<file path="src/core/qa_pkg.sv">
// Constants and types for the queue accounting and random discard block.
// Assumes a single 20 MHz clock and a word-indexed register port.
`default_nettype none
package qa_pkg;
    // Register word addresses
    localparam logic [7:0] QA_ADDR_ADJ    = 8'h00;
    localparam logic [7:0] QA_ADDR_OVR    = 8'h01;
    localparam logic [7:0] QA_ADDR_MBS    = 8'h02;
    localparam logic [7:0] QA_ADDR_ASSIGN = 8'h03;
    localparam logic [7:0] QA_ADDR_LOCAL  = 8'h04;
    localparam logic [7:0] QA_ADDR_EXIST  = 8'h05;
    localparam logic [7:0] QA_ADDR_DEPTH  = 8'h06;
    localparam logic [7:0] QA_ADDR_SLOPE  = 8'h08;
    localparam logic [7:0] QA_ADDR_CNT    = 8'h10;
    // Field positions
    localparam int QA_DIR_BIT  = 6;
    localparam int QA_EN_BIT   = 7;
    localparam int QA_SL_MAXU  = 8;
    localparam int QA_SL_MAXP  = 16;
    localparam int QA_SL_EN    = 24;
    // Sizes and limits
    localparam int QA_NPROF    = 4;
    localparam int QA_NSLOPE   = 8;
    localparam int QA_NCNT     = 6;
    localparam logic [5:0] QA_ADD_MAX = 6'h14;
    localparam logic [5:0] QA_SUB_MAX = 6'h2B;
    localparam logic [3:0] QA_PREAMBLE = 4'h8;
    localparam logic [6:0] QA_PCT_FULL = 7'h64;
    localparam logic [7:0] QA_RND_SPAN = 8'h80;
    // Reset values
    localparam logic [19:0] QA_MBS_RST   = 20'h10000;
    localparam logic [15:0] QA_LFSR_SEED = 16'hACE1;
    localparam logic [6:0]  QA_HI_START  = 7'h64;
    localparam logic [6:0]  QA_HI_MAXU   = 7'h64;
    localparam logic [6:0]  QA_HI_MAXP   = 7'h64;
    localparam logic [6:0]  QA_LO_START  = 7'h5A;
    localparam logic [6:0]  QA_LO_MAXU   = 7'h5A;
    localparam logic [6:0]  QA_LO_MAXP   = 7'h01;
    // Packet profile codes
    localparam logic [1:0] QA_PROF_UNDEF = 2'h0;
    localparam logic [1:0] QA_PROF_IN    = 2'h1;
    localparam logic [1:0] QA_PROF_OUT   = 2'h2;

    typedef struct packed {
        logic [6:0] start;
        logic [6:0] maxu;
        logic [6:0] maxp;
        logic       en;
    } qa_slope_t;
endpackage
`default_nettype wire

</file>
<file path="src/core/qa_queue_acct.sv">
// One queue: accounting size adjustment, counters and slope based discard.
// Assumes packets arrive one per cycle at most, lengths exclude preamble.
//
// What this block does
// [RULE1] Default size is header, payload and CRC
// [RULE2] Adjusted size feeds counters and rate buckets
// [RULE3] Shaper and port use full wire size
// [RULE4] Add at most 20, subtract at most 43
// [RULE5] Software picks one direction with amount
// [RULE6] Adjustment touches accounting length only
// [RULE7] Override replaces the queue adjustment
// [RULE8] Cleared adjustment is zero, override kept
// [RULE9] Ingress slope from profile, else priority
// [RULE10] Egress slope from ingress profile
// [RULE11] Discard all once depth reaches MBS
// [RULE12] Zero probability below start utilization
// [RULE13] Max probability at knee, then 100%
// [RULE14] Random discard rising with depth
// [RULE15] Profile edits take effect at once
// [RULE16] Default profile used when none assigned
// [RULE17] Factory default high and low slopes
// [RULE18] Unknown profile leaves assignment unchanged
// [RULE19] Revert to default spares local override
// [RULE20] Linear interpolation against random value
//
// Added by the designer: the address map and the strobed register port.
`default_nettype none
module qa_queue_acct
    import qa_pkg::*;
(
    input  wire logic        clk_i,
    input  wire logic        rst_n_i,
    input  wire logic [7:0]  reg_addr_i,
    input  wire logic [31:0] reg_wdata_i,
    input  wire logic        reg_wr_i,
    input  wire logic        reg_rd_i,
    output logic      [31:0] reg_rdata_o,
    input  wire logic        pkt_valid_i,
    input  wire logic [13:0] pkt_len_i,
    input  wire logic        pkt_prio_hi_i,
    input  wire logic [1:0]  pkt_prof_i,
    input  wire logic        pkt_egress_i,
    input  wire logic        deq_valid_i,
    input  wire logic [13:0] deq_len_i,
    output logic             res_valid_o,
    output logic             res_drop_o,
    output logic             res_hi_slope_o,
    output logic      [13:0] res_acct_len_o,
    output logic      [14:0] res_wire_len_o,
    output logic      [13:0] res_tx_len_o
);
    import qa_pkg::*;

    typedef struct packed {
        logic [5:0]                  adj_amt;
        logic                        adj_sub;
        logic [5:0]                  ovr_amt;
        logic                        ovr_sub;
        logic                        ovr_en;
        logic [19:0]                 mbs;
        logic [1:0]                  prof_id;
        logic [1:0]                  loc_id;
        logic                        loc_en;
        logic [QA_NPROF-1:0]         exist;
        logic [19:0]                 depth;
        logic [15:0]                 lfsr;
        qa_slope_t [QA_NSLOPE-1:0]   slope;
        logic [QA_NCNT-1:0][31:0]    cnt;
        logic [31:0]                 rdata;
        logic                        res_valid;
        logic                        res_drop;
        logic                        res_hi;
        logic [13:0]                 res_acct;
        logic [14:0]                 res_wire;
        logic [13:0]                 res_tx;
    } qa_state_t;

    qa_state_t st;
    qa_state_t next_st;
    logic      rst_meta;
    logic      rst_sync_n;

    // Reset release through two flops
    always_ff @(posedge clk_i or negedge rst_n_i) begin
        if (!rst_n_i) begin
            rst_meta   <= 1'b0;
            rst_sync_n <= 1'b0;
        end else begin
            rst_meta   <= 1'b1;
            rst_sync_n <= rst_meta;
        end
    end

    // Clamped adjusted length, never below zero
    function automatic logic [13:0] adj_len(input logic [13:0] len,
                                            input logic [5:0] amt,
                                            input logic sub);
        logic [5:0] a;
        a = amt;
        if (sub) begin
            if (a > QA_SUB_MAX) a = QA_SUB_MAX;        // RULE4
            adj_len = (len > 14'(a)) ? len - 14'(a) : 14'h0000;
        end else begin
            if (a > QA_ADD_MAX) a = QA_ADD_MAX;        // RULE4
            adj_len = len + 14'(a);
        end
    endfunction

    // Discard decision for one slope at the present depth
    function automatic logic red_drop(input qa_slope_t sl,
                                      input logic [26:0] x,
                                      input logic [19:0] mbs,
                                      input logic [6:0] r);
        logic [26:0] s0;
        logic [26:0] k0;
        logic [47:0] lhs;
        logic [47:0] rhs;
        s0 = 27'(sl.start) * 27'(mbs);
        k0 = 27'(sl.maxu) * 27'(mbs);
        lhs = 48'(r) * 48'(k0 - s0) * 48'(QA_PCT_FULL);
        rhs = 48'(QA_RND_SPAN) * 48'(sl.maxp) * 48'(x - s0);
        if (!sl.en) red_drop = 1'b0;
        else if (x < s0) red_drop = 1'b0;              // RULE12
        else if (x >= k0) red_drop = 1'b1;             // RULE13
        else red_drop = (lhs < rhs);                   // RULE14 RULE20
    endfunction

    // Combinational helpers shared by logic and checks
    logic [1:0]  act_prof;
    qa_slope_t   sl_hi;
    qa_slope_t   sl_lo;
    qa_slope_t   sl_cur;
    logic        pick_hi;
    logic [26:0] util_x;
    logic        full;
    logic        drop_now;
    logic [13:0] acct_now;
    logic [5:0]  amt_eff;
    logic        sub_eff;

    always_comb begin
        act_prof = st.loc_en ? st.loc_id : st.prof_id;      // RULE19
        sl_hi    = st.slope[{act_prof, 1'b1}];              // RULE15 RULE16
        sl_lo    = st.slope[{act_prof, 1'b0}];
        if (pkt_prof_i == QA_PROF_IN) pick_hi = 1'b1;       // RULE9 RULE10
        else if (pkt_prof_i == QA_PROF_OUT) pick_hi = 1'b0; // RULE9 RULE10
        else pick_hi = pkt_prio_hi_i;                       // RULE9
        sl_cur   = pick_hi ? sl_hi : sl_lo;
        util_x   = 27'(st.depth) * 27'(QA_PCT_FULL);
        full     = (st.depth >= st.mbs);                    // RULE11
        drop_now = full | red_drop(pick_hi ? sl_hi : sl_lo, util_x,
                                   st.mbs, st.lfsr[6:0]);
        amt_eff  = st.ovr_en ? st.ovr_amt : st.adj_amt;     // RULE7
        sub_eff  = st.ovr_en ? st.ovr_sub : st.adj_sub;
        acct_now = adj_len(pkt_len_i, amt_eff, sub_eff);    // RULE2
    end

    // Next state: registers, counters, depth and results
    always_comb begin
        logic [20:0] dsum;
        logic [2:0]  base;
        int          si;
        next_st = st;
        dsum = 21'(st.depth);
        base = 3'h0;
        si = 0;
        next_st.lfsr = {st.lfsr[14:0],
                        st.lfsr[15] ^ st.lfsr[13] ^ st.lfsr[12] ^ st.lfsr[10]};
        next_st.res_valid = pkt_valid_i;
        if (pkt_valid_i) begin
            next_st.res_drop = drop_now;
            next_st.res_hi   = pick_hi;
            next_st.res_acct = acct_now;                     // RULE6
            next_st.res_wire = 15'(pkt_len_i) + 15'(QA_PREAMBLE); // RULE1 RULE3
            next_st.res_tx   = pkt_len_i;                    // RULE6
            base = pick_hi ? 3'h0 : 3'h1;
            next_st.cnt[base] = st.cnt[base] + 32'(acct_now);
            if (drop_now) begin
                next_st.cnt[base + 3'h2] = st.cnt[base + 3'h2] + 32'(acct_now);
            end else begin
                next_st.cnt[base + 3'h4] = st.cnt[base + 3'h4] + 32'(acct_now);
                dsum = dsum + 21'(pkt_len_i);
            end
        end
        if (deq_valid_i) begin
            dsum = (dsum > 21'(deq_len_i)) ? dsum - 21'(deq_len_i) : 21'h000000;
        end
        next_st.depth = dsum[20] ? 20'hFFFFF : dsum[19:0];
        // Register writes
        if (reg_wr_i) begin
            case (reg_addr_i)
                QA_ADDR_ADJ: begin
                    next_st.adj_amt = reg_wdata_i[5:0];       // RULE5 RULE8
                    next_st.adj_sub = reg_wdata_i[QA_DIR_BIT];
                end
                QA_ADDR_OVR: begin
                    next_st.ovr_amt = reg_wdata_i[5:0];
                    next_st.ovr_sub = reg_wdata_i[QA_DIR_BIT];
                    next_st.ovr_en  = reg_wdata_i[QA_EN_BIT];
                end
                QA_ADDR_MBS: next_st.mbs = reg_wdata_i[19:0];
                QA_ADDR_ASSIGN: begin
                    if (st.exist[reg_wdata_i[1:0]]) begin     // RULE18
                        next_st.prof_id = reg_wdata_i[1:0];
                    end
                end
                QA_ADDR_LOCAL: begin
                    next_st.loc_id = reg_wdata_i[1:0];
                    next_st.loc_en = reg_wdata_i[2];
                end
                QA_ADDR_EXIST: next_st.exist = reg_wdata_i[QA_NPROF-1:0] | 4'h1;
                default: begin
                    if (reg_addr_i[7:3] == QA_ADDR_SLOPE[7:3]) begin
                        si = int'(reg_addr_i[2:0]);
                        next_st.slope[si].start = reg_wdata_i[6:0];   // RULE15
                        next_st.slope[si].maxu  = reg_wdata_i[QA_SL_MAXU +: 7];
                        next_st.slope[si].maxp  = reg_wdata_i[QA_SL_MAXP +: 7];
                        next_st.slope[si].en    = reg_wdata_i[QA_SL_EN];
                    end
                end
            endcase
        end
        // Register reads, data in the following cycle
        next_st.rdata = 32'h00000000;
        if (reg_rd_i) begin
            case (reg_addr_i)
                QA_ADDR_ADJ:    next_st.rdata = {25'h0, st.adj_sub, st.adj_amt};
                QA_ADDR_OVR:    next_st.rdata = {24'h0, st.ovr_en, st.ovr_sub, st.ovr_amt};
                QA_ADDR_MBS:    next_st.rdata = {12'h000, st.mbs};
                QA_ADDR_ASSIGN: next_st.rdata = {30'h0, st.prof_id};
                QA_ADDR_LOCAL:  next_st.rdata = {29'h0, st.loc_en, st.loc_id};
                QA_ADDR_EXIST:  next_st.rdata = {28'h0, st.exist};
                QA_ADDR_DEPTH:  next_st.rdata = {12'h000, st.depth};
                default: begin
                    if (reg_addr_i[7:3] == QA_ADDR_SLOPE[7:3]) begin
                        si = int'(reg_addr_i[2:0]);
                        next_st.rdata = {7'h00, st.slope[si].en, 1'b0, st.slope[si].maxp,
                                         1'b0, st.slope[si].maxu, 1'b0, st.slope[si].start};
                    end else if (reg_addr_i >= QA_ADDR_CNT &&
                                 reg_addr_i < QA_ADDR_CNT + 8'(QA_NCNT)) begin
                        next_st.rdata = st.cnt[3'(reg_addr_i - QA_ADDR_CNT)];
                    end
                end
            endcase
        end
    end

    // State register; every profile starts at factory values
    always_ff @(posedge clk_i or negedge rst_sync_n) begin
        if (!rst_sync_n) begin
            st         <= '0;
            st.mbs     <= QA_MBS_RST;
            st.exist   <= 4'h1;                             // RULE16
            st.lfsr    <= QA_LFSR_SEED;
            for (int p = 0; p < QA_NPROF; p++) begin
                st.slope[2*p+1] <= '{QA_HI_START, QA_HI_MAXU, QA_HI_MAXP, 1'b0}; // RULE17
                st.slope[2*p]   <= '{QA_LO_START, QA_LO_MAXU, QA_LO_MAXP, 1'b1}; // RULE17
            end
        end else begin
            st <= next_st;
        end
    end

    assign reg_rdata_o    = st.rdata;
    assign res_valid_o    = st.res_valid;
    assign res_drop_o     = st.res_drop;
    assign res_hi_slope_o = st.res_hi;
    assign res_acct_len_o = st.res_acct;
    assign res_wire_len_o = st.res_wire;
    assign res_tx_len_o   = st.res_tx;

    // Checks on the result stream
    property p_wire;
        @(posedge clk_i) disable iff (!rst_sync_n)
        pkt_valid_i |=> res_wire_len_o == 15'($past(pkt_len_i)) + 15'(QA_PREAMBLE);
    endproperty
    a_wire: assert property (p_wire) else $error("wire length wrong"); // RULE3

    property p_full;
        @(posedge clk_i) disable iff (!rst_sync_n)
        pkt_valid_i && st.depth >= st.mbs |=> res_valid_o && res_drop_o;
    endproperty
    a_full: assert property (p_full) else $error("full queue kept packet"); // RULE11

    property p_addmax;
        @(posedge clk_i) disable iff (!rst_sync_n)
        pkt_valid_i |=> 15'(res_acct_len_o) <= 15'($past(pkt_len_i)) + 15'(QA_ADD_MAX);
    endproperty
    a_addmax: assert property (p_addmax) else $error("add above limit"); // RULE4

    property p_submin;
        @(posedge clk_i) disable iff (!rst_sync_n)
        pkt_valid_i && pkt_len_i > 14'(QA_SUB_MAX)
            |=> res_acct_len_o >= $past(pkt_len_i) - 14'(QA_SUB_MAX);
    endproperty
    a_submin: assert property (p_submin) else $error("subtract above limit"); // RULE4

    property p_inprof;
        @(posedge clk_i) disable iff (!rst_sync_n)
        pkt_valid_i && pkt_prof_i == QA_PROF_IN |=> res_hi_slope_o;
    endproperty
    a_inprof: assert property (p_inprof) else $error("in-profile not high"); // RULE9

    property p_outprof;
        @(posedge clk_i) disable iff (!rst_sync_n)
        pkt_valid_i && pkt_prof_i == QA_PROF_OUT |=> !res_hi_slope_o;
    endproperty
    a_outprof: assert property (p_outprof) else $error("out-profile not low"); // RULE10

    property p_below;
        @(posedge clk_i) disable iff (!rst_sync_n)
        pkt_valid_i && !full && util_x < 27'(sl_cur.start) * 27'(st.mbs) |=> !res_drop_o;
    endproperty
    a_below: assert property (p_below) else $error("drop below start"); // RULE12

    property p_knee;
        @(posedge clk_i) disable iff (!rst_sync_n)
        pkt_valid_i && sl_cur.en && util_x >= 27'(sl_cur.maxu) * 27'(st.mbs) |=> res_drop_o;
    endproperty
    a_knee: assert property (p_knee) else $error("no drop above knee"); // RULE13

    property p_tx;
        @(posedge clk_i) disable iff (!rst_sync_n)
        pkt_valid_i |=> res_tx_len_o == $past(pkt_len_i);
    endproperty
    a_tx: assert property (p_tx) else $error("transmit length changed"); // RULE6

    // A shut down slope only discards through a full queue
    property p_slope_off;
        @(posedge clk_i) disable iff (!rst_sync_n)
        pkt_valid_i && !full && !sl_cur.en |=> !res_drop_o;
    endproperty
    a_slope_off: assert property (p_slope_off) else $error("disabled slope dropped"); // RULE17

    // Main scenarios
    c_drop_full: cover property (@(posedge clk_i) disable iff (!rst_sync_n)
        pkt_valid_i && full);
    c_random: cover property (@(posedge clk_i) disable iff (!rst_sync_n)
        pkt_valid_i && !full && sl_cur.en && util_x >= 27'(sl_cur.start) * 27'(st.mbs)
        ##1 res_drop_o);
    c_sub: cover property (@(posedge clk_i) disable iff (!rst_sync_n)
        pkt_valid_i && sub_eff && amt_eff != 6'h00);
    c_ovr: cover property (@(posedge clk_i) disable iff (!rst_sync_n)
        pkt_valid_i && st.ovr_en);
endmodule // qa_queue_acct
`default_nettype wire

</file>
<file path="config.mk">
export PLATFORM = sky130hd
export DESIGN_NAME = qa_queue_acct
export DESIGN_NICKNAME = d
export VERILOG_FILES = /design/src/core/qa_pkg.sv /design/src/core/qa_queue_acct.sv
export SDC_FILE = /design/constraint.sdc
export NUM_CORES = 2
export LEC_CHECK = 0
export ABC_AREA = 1
export BUFFER_PORTS_ARGS = -buffer_cell sky130_fd_sc_hd__buf_2
export CAP_MARGIN = 20
export CORE_ASPECT_RATIO = 0.7
export CORE_MARGIN = 1
export CORE_UTILIZATION = 45
export CTS_BUF_LIST = sky130_fd_sc_hd__clkbuf_16
export CTS_CLUSTER_DIAMETER = 150
export DETAILED_ROUTE_END_ITERATION = 12
export SYNTH_ARGS = -nofsm -noshare
export SYNTH_HDL_FRONTEND = slang
export SYNTH_SLANG_ARGS = --single-unit
</file>
<file path="constraint.sdc">
create_clock -name clk_i -period 17.4 [get_ports clk_i]
set_clock_uncertainty 0.2 [all_clocks]
set_input_delay 0.87 -clock clk_i [delete_from_list [all_inputs] [get_ports clk_i]]
set_output_delay 0.87 -clock clk_i [all_outputs]
set_load 0.03 [all_outputs]
</file>
==> summary.md <==
| Metric | Value |
|---|---|
| Synth cell count leaders | nand2_1 (2047), inv_1 (1369), o21ai_0 (661) |
| Pin count of the biggest net entering global routing | 155 |
| Actual slew at the worst max-slew pin | 1.29 ns |
| Cts bufs inserted | 55 |
| Die area | 0.140 mm^2 |
| Die width | 447 um |
| Clk pin slew, worst setup/hold paths | 0.07 ns |
| Status | finished, violations left |
| Mapped Cells | 8381 |
| RSZ-0062 raised after global routing | true |
| Final Wtd Congestion | 0.985 |
| Root Driver | clkbuf_16 |
| Most frequent cell after synthesis | nand2_1 |
| Vias | 60513 |
| Synth cell types | 66 |
| Worst path slowest cell | fa_2 |
| Antenna viol nets, final | 0 |
| CP dominant cell by count | inv_2 |
| Class of the tightest hold or removal check | flop to flop |
| Post-synth EDFFs | 0 |
| Ys async rst share | 100% |
| Row cnt | 113 |
| Register bit count reported by yosys | 524 |
| Pins Over Slew Limit | 0 |
| Area contributors post-synth | dfrtp_1 (18%), fa_1 (17%), nand2_1 (12%) |
| Max_cap viols | 0 |
| GRT overflow | 0 |
| Sink Count | 524 |
| Critical path fanouts, max | 8 |
| I/O pins | 156 |
| Crit path time final | 18.40 ns |
| Fill cells | 12902 |
| Finished Cell Area | 0.0768 mm^2 |
| Remaining DRCs | 0 |
| First-pass GRT wire length | 342000 um |
| Post-Syn Nets | 9585 |
| Final core occ | 56.2% |
| Post-Route WL | 221000 um |
| CORE AREA | 0.137 mm^2 |
| Worst skew pair latency | 0.69 ns |
| Pre-CTS setup slack | -1.80 ns |
| Share of layout cells above drive strength 1 | 20.2% |
| Number of global-route vias before repair | 58540 |
| Cell taking the most area after synthesis | dfrtp_1 |
| Final Setup Violations | 20 |
| Required time of the worst setup path | 17.82 ns |
| Vias/cell | 5.40 |
| Netlist Area Pre-Place | 0.0624 mm^2 |
| Nets | 10528 |
| Startpoint Class | flop |
| Maximum clock path buffer count | 3 |
| PortBufs | 146 |
| Starting DRC count in detailed routing | 6396 |
| Buf/Inv on CP | 28 |
| Height of the die | 314 um |
| Endpoints failing hold | 0 |
| Drt wl/cell | 19.8 um |
| Headroom to the max-slew limit | 13.9% |
| Initial Util | 45.7% |
| DP Area | 0.0721 mm^2 |
| Fmax | 0.0543 GHz |
| Crit Path Class | flop to flop |
| Seq/Total Area, Yosys | 21.2% |
| Largest delay contributor family on the critical path | adder cells |
| Failing checks | setup timing |
| GR Util All Layers | 31.4% |
| Worst EP arrival | 18.82 ns |
| Prevailing post-synth register cell | dfrtp_1 |
| CTS tree | built |
| DP HPWL | 174000 um |
| Critical path's largest stage delay | 0.62 ns |
| Post-synthesis average cell area | 7.44 um^2 |
| Crit share post-route | 106% |
| H-tree Lvls | 2 |
| Initial antenna violation count | 9 |
| Ys Warns | 0 |
| Area Growth Syn to Fin | 23.1% |
| Critical Path Sink Type | flop |
| Pre-antenna DRT Iters | 8 |
| Synth top area share | 17.6% |
| PnR worst setup slack | -1.00 ns |
[cells by family (layout without fill, tap and decap cells)]
| logic type | after synthesis | after routing | synth area share [%] |
|---|---|---|---|
| simple gates | 3146 | 3146 | 20.3 |
| buf+inv | 1759 | 2749 | 11.1 |
| compound gates | 1504 | 1504 | 13.9 |
| fa+ha+maj | 1126 | 1126 | 29.0 |
| flops | 524 | 524 | 21.2 |
| xor+xnor | 315 | 315 | 4.43 |
| mux | 5 | 5 | 0.0802 |
| other cells | 2 | 4 | 0.0120 |
[layout by cell type (no fill, tap or decap), drive strengths merged, types with 3 or more instances in the layout]
master,netlist,routed
xor2,210,210
a21o,24,24
o22ai,12,12
mux2i,5,5
a21boi,12,12
o21bai,16,16
o31ai,6,6
o221ai,107,107
bufinv,0,9
nand3b,15,15
nor3,72,72
nand2,2062,2062
dfrtp,439,439
a211oi,24,24
clkinv,10,32
xnor2,105,105
o21ai,684,684
or2,24,24
a2111oi,5,5
o32ai,3,3
buf,115,1253
inv,1377,1394
o211ai,17,17
and3,5,5
nor2,646,646
nand3,254,254
clkbuf,257,59
o2111ai,4,4
a31oi,23,23
dfstp,85,85
nor4,13,13
o21a,7,7
a32o,36,36
fa,532,532
a221oi,34,34
a21oi,479,479
nand4,52,52
ha,594,594
[stage by stage]
stage          hold slack (ns)  TNS [ns]  cells
4_1_cts                  0.153    -14.53  11166
3_3_place_gp             0.134    -31.96  11000
5_1_grt                  0.160    -35.89  11212
2_1_floorplan            0.131     -7.12   8381
3_5_place_dp             0.137    -35.52  11001
6_report                 0.152    -19.14  11213
[final cells by class]
| cell class | count | area [um^2] | share of cell area [%] |
|---|---|---|---|
| Antenna cell | 2 | 5.00 | 0.00652 |
| Clock buffer | 55 | 1380 | 1.79 |
| Clock inverter | 49 | 534 | 0.696 |
| Inverter | 1387 | 5230 | 6.81 |
| Multi-Input combinational cell | 6098 | 44400 | 57.8 |
| Sequential cell | 524 | 13200 | 17.2 |
| Tap cell | 1840 | 2300 | 3.00 |
| Timing Repair Buffer | 1258 | 9710 | 12.6 |
[final timing paths]
kind	start	endpoint	slack, ns	cells after the start
min reg2reg	rst_meta	rst_sync_n	0.15	0
max reg2reg	st[486]	st[473]	-1.0	111
min	rst_meta	rst_sync_n	0.15	0
max	st[486]	st[473]	-1.0	111
max in group asynchronous	rst_sync_n	st[461]	12.86	5
min in group asynchronous	rst_sync_n	reg_rdata_o[29]	0.19	0
[per-layer routing]
metal | global-route usage [%] | vias up | routed length [um]
li1 | - | 28572 | -
met1 | 50.2 | 29254 | 108000
met2 | 42.1 | 2431 | 84700
met3 | 8.66 | 248 | 25100
met4 | 4.44 | 8 | 3290
met5 | 0.236 | - | 86
[flip-flops by register name, summed over array words and instances, names as in the netlist]
name and cells:
reg_rdata_o 32, rst_meta 1, rst_sync_n 1, res_valid_o 1, res_wire_len_o 12, res_hi_slope_o 1
res_tx_len_o 14, res_drop_o 1, next_st 15, res_acct_len_o 14, st 432
[worst register-to-register path: cells and delay by family (launching register included)]
| kind | cells | cell delay, ns |
|---|---|---|
| flops | 1 | 0.42 |
| xor+xnor | 4 | 0.66 |
| compound gates | 20 | 3.03 |
| simple gates | 42 | 4.59 |
| buf+inv | 28 | 2.42 |
| fa+ha+maj | 17 | 7.04 |
[timing repair]
action / 4_1_cts / 5_1_grt
setup endpoints to repair: 20 / 148
buffers inserted: 55 / 41
hold buffers: 1 / 0
cloned: 5 / 4
endpoints found under the hold margin: 2 / 0
pin swaps: 131 / 101
gates resized for setup: 189 / 213
Power is not shown: default switching activity piles up to over one toggle a cycle in this logic, so the estimate is an artifact.
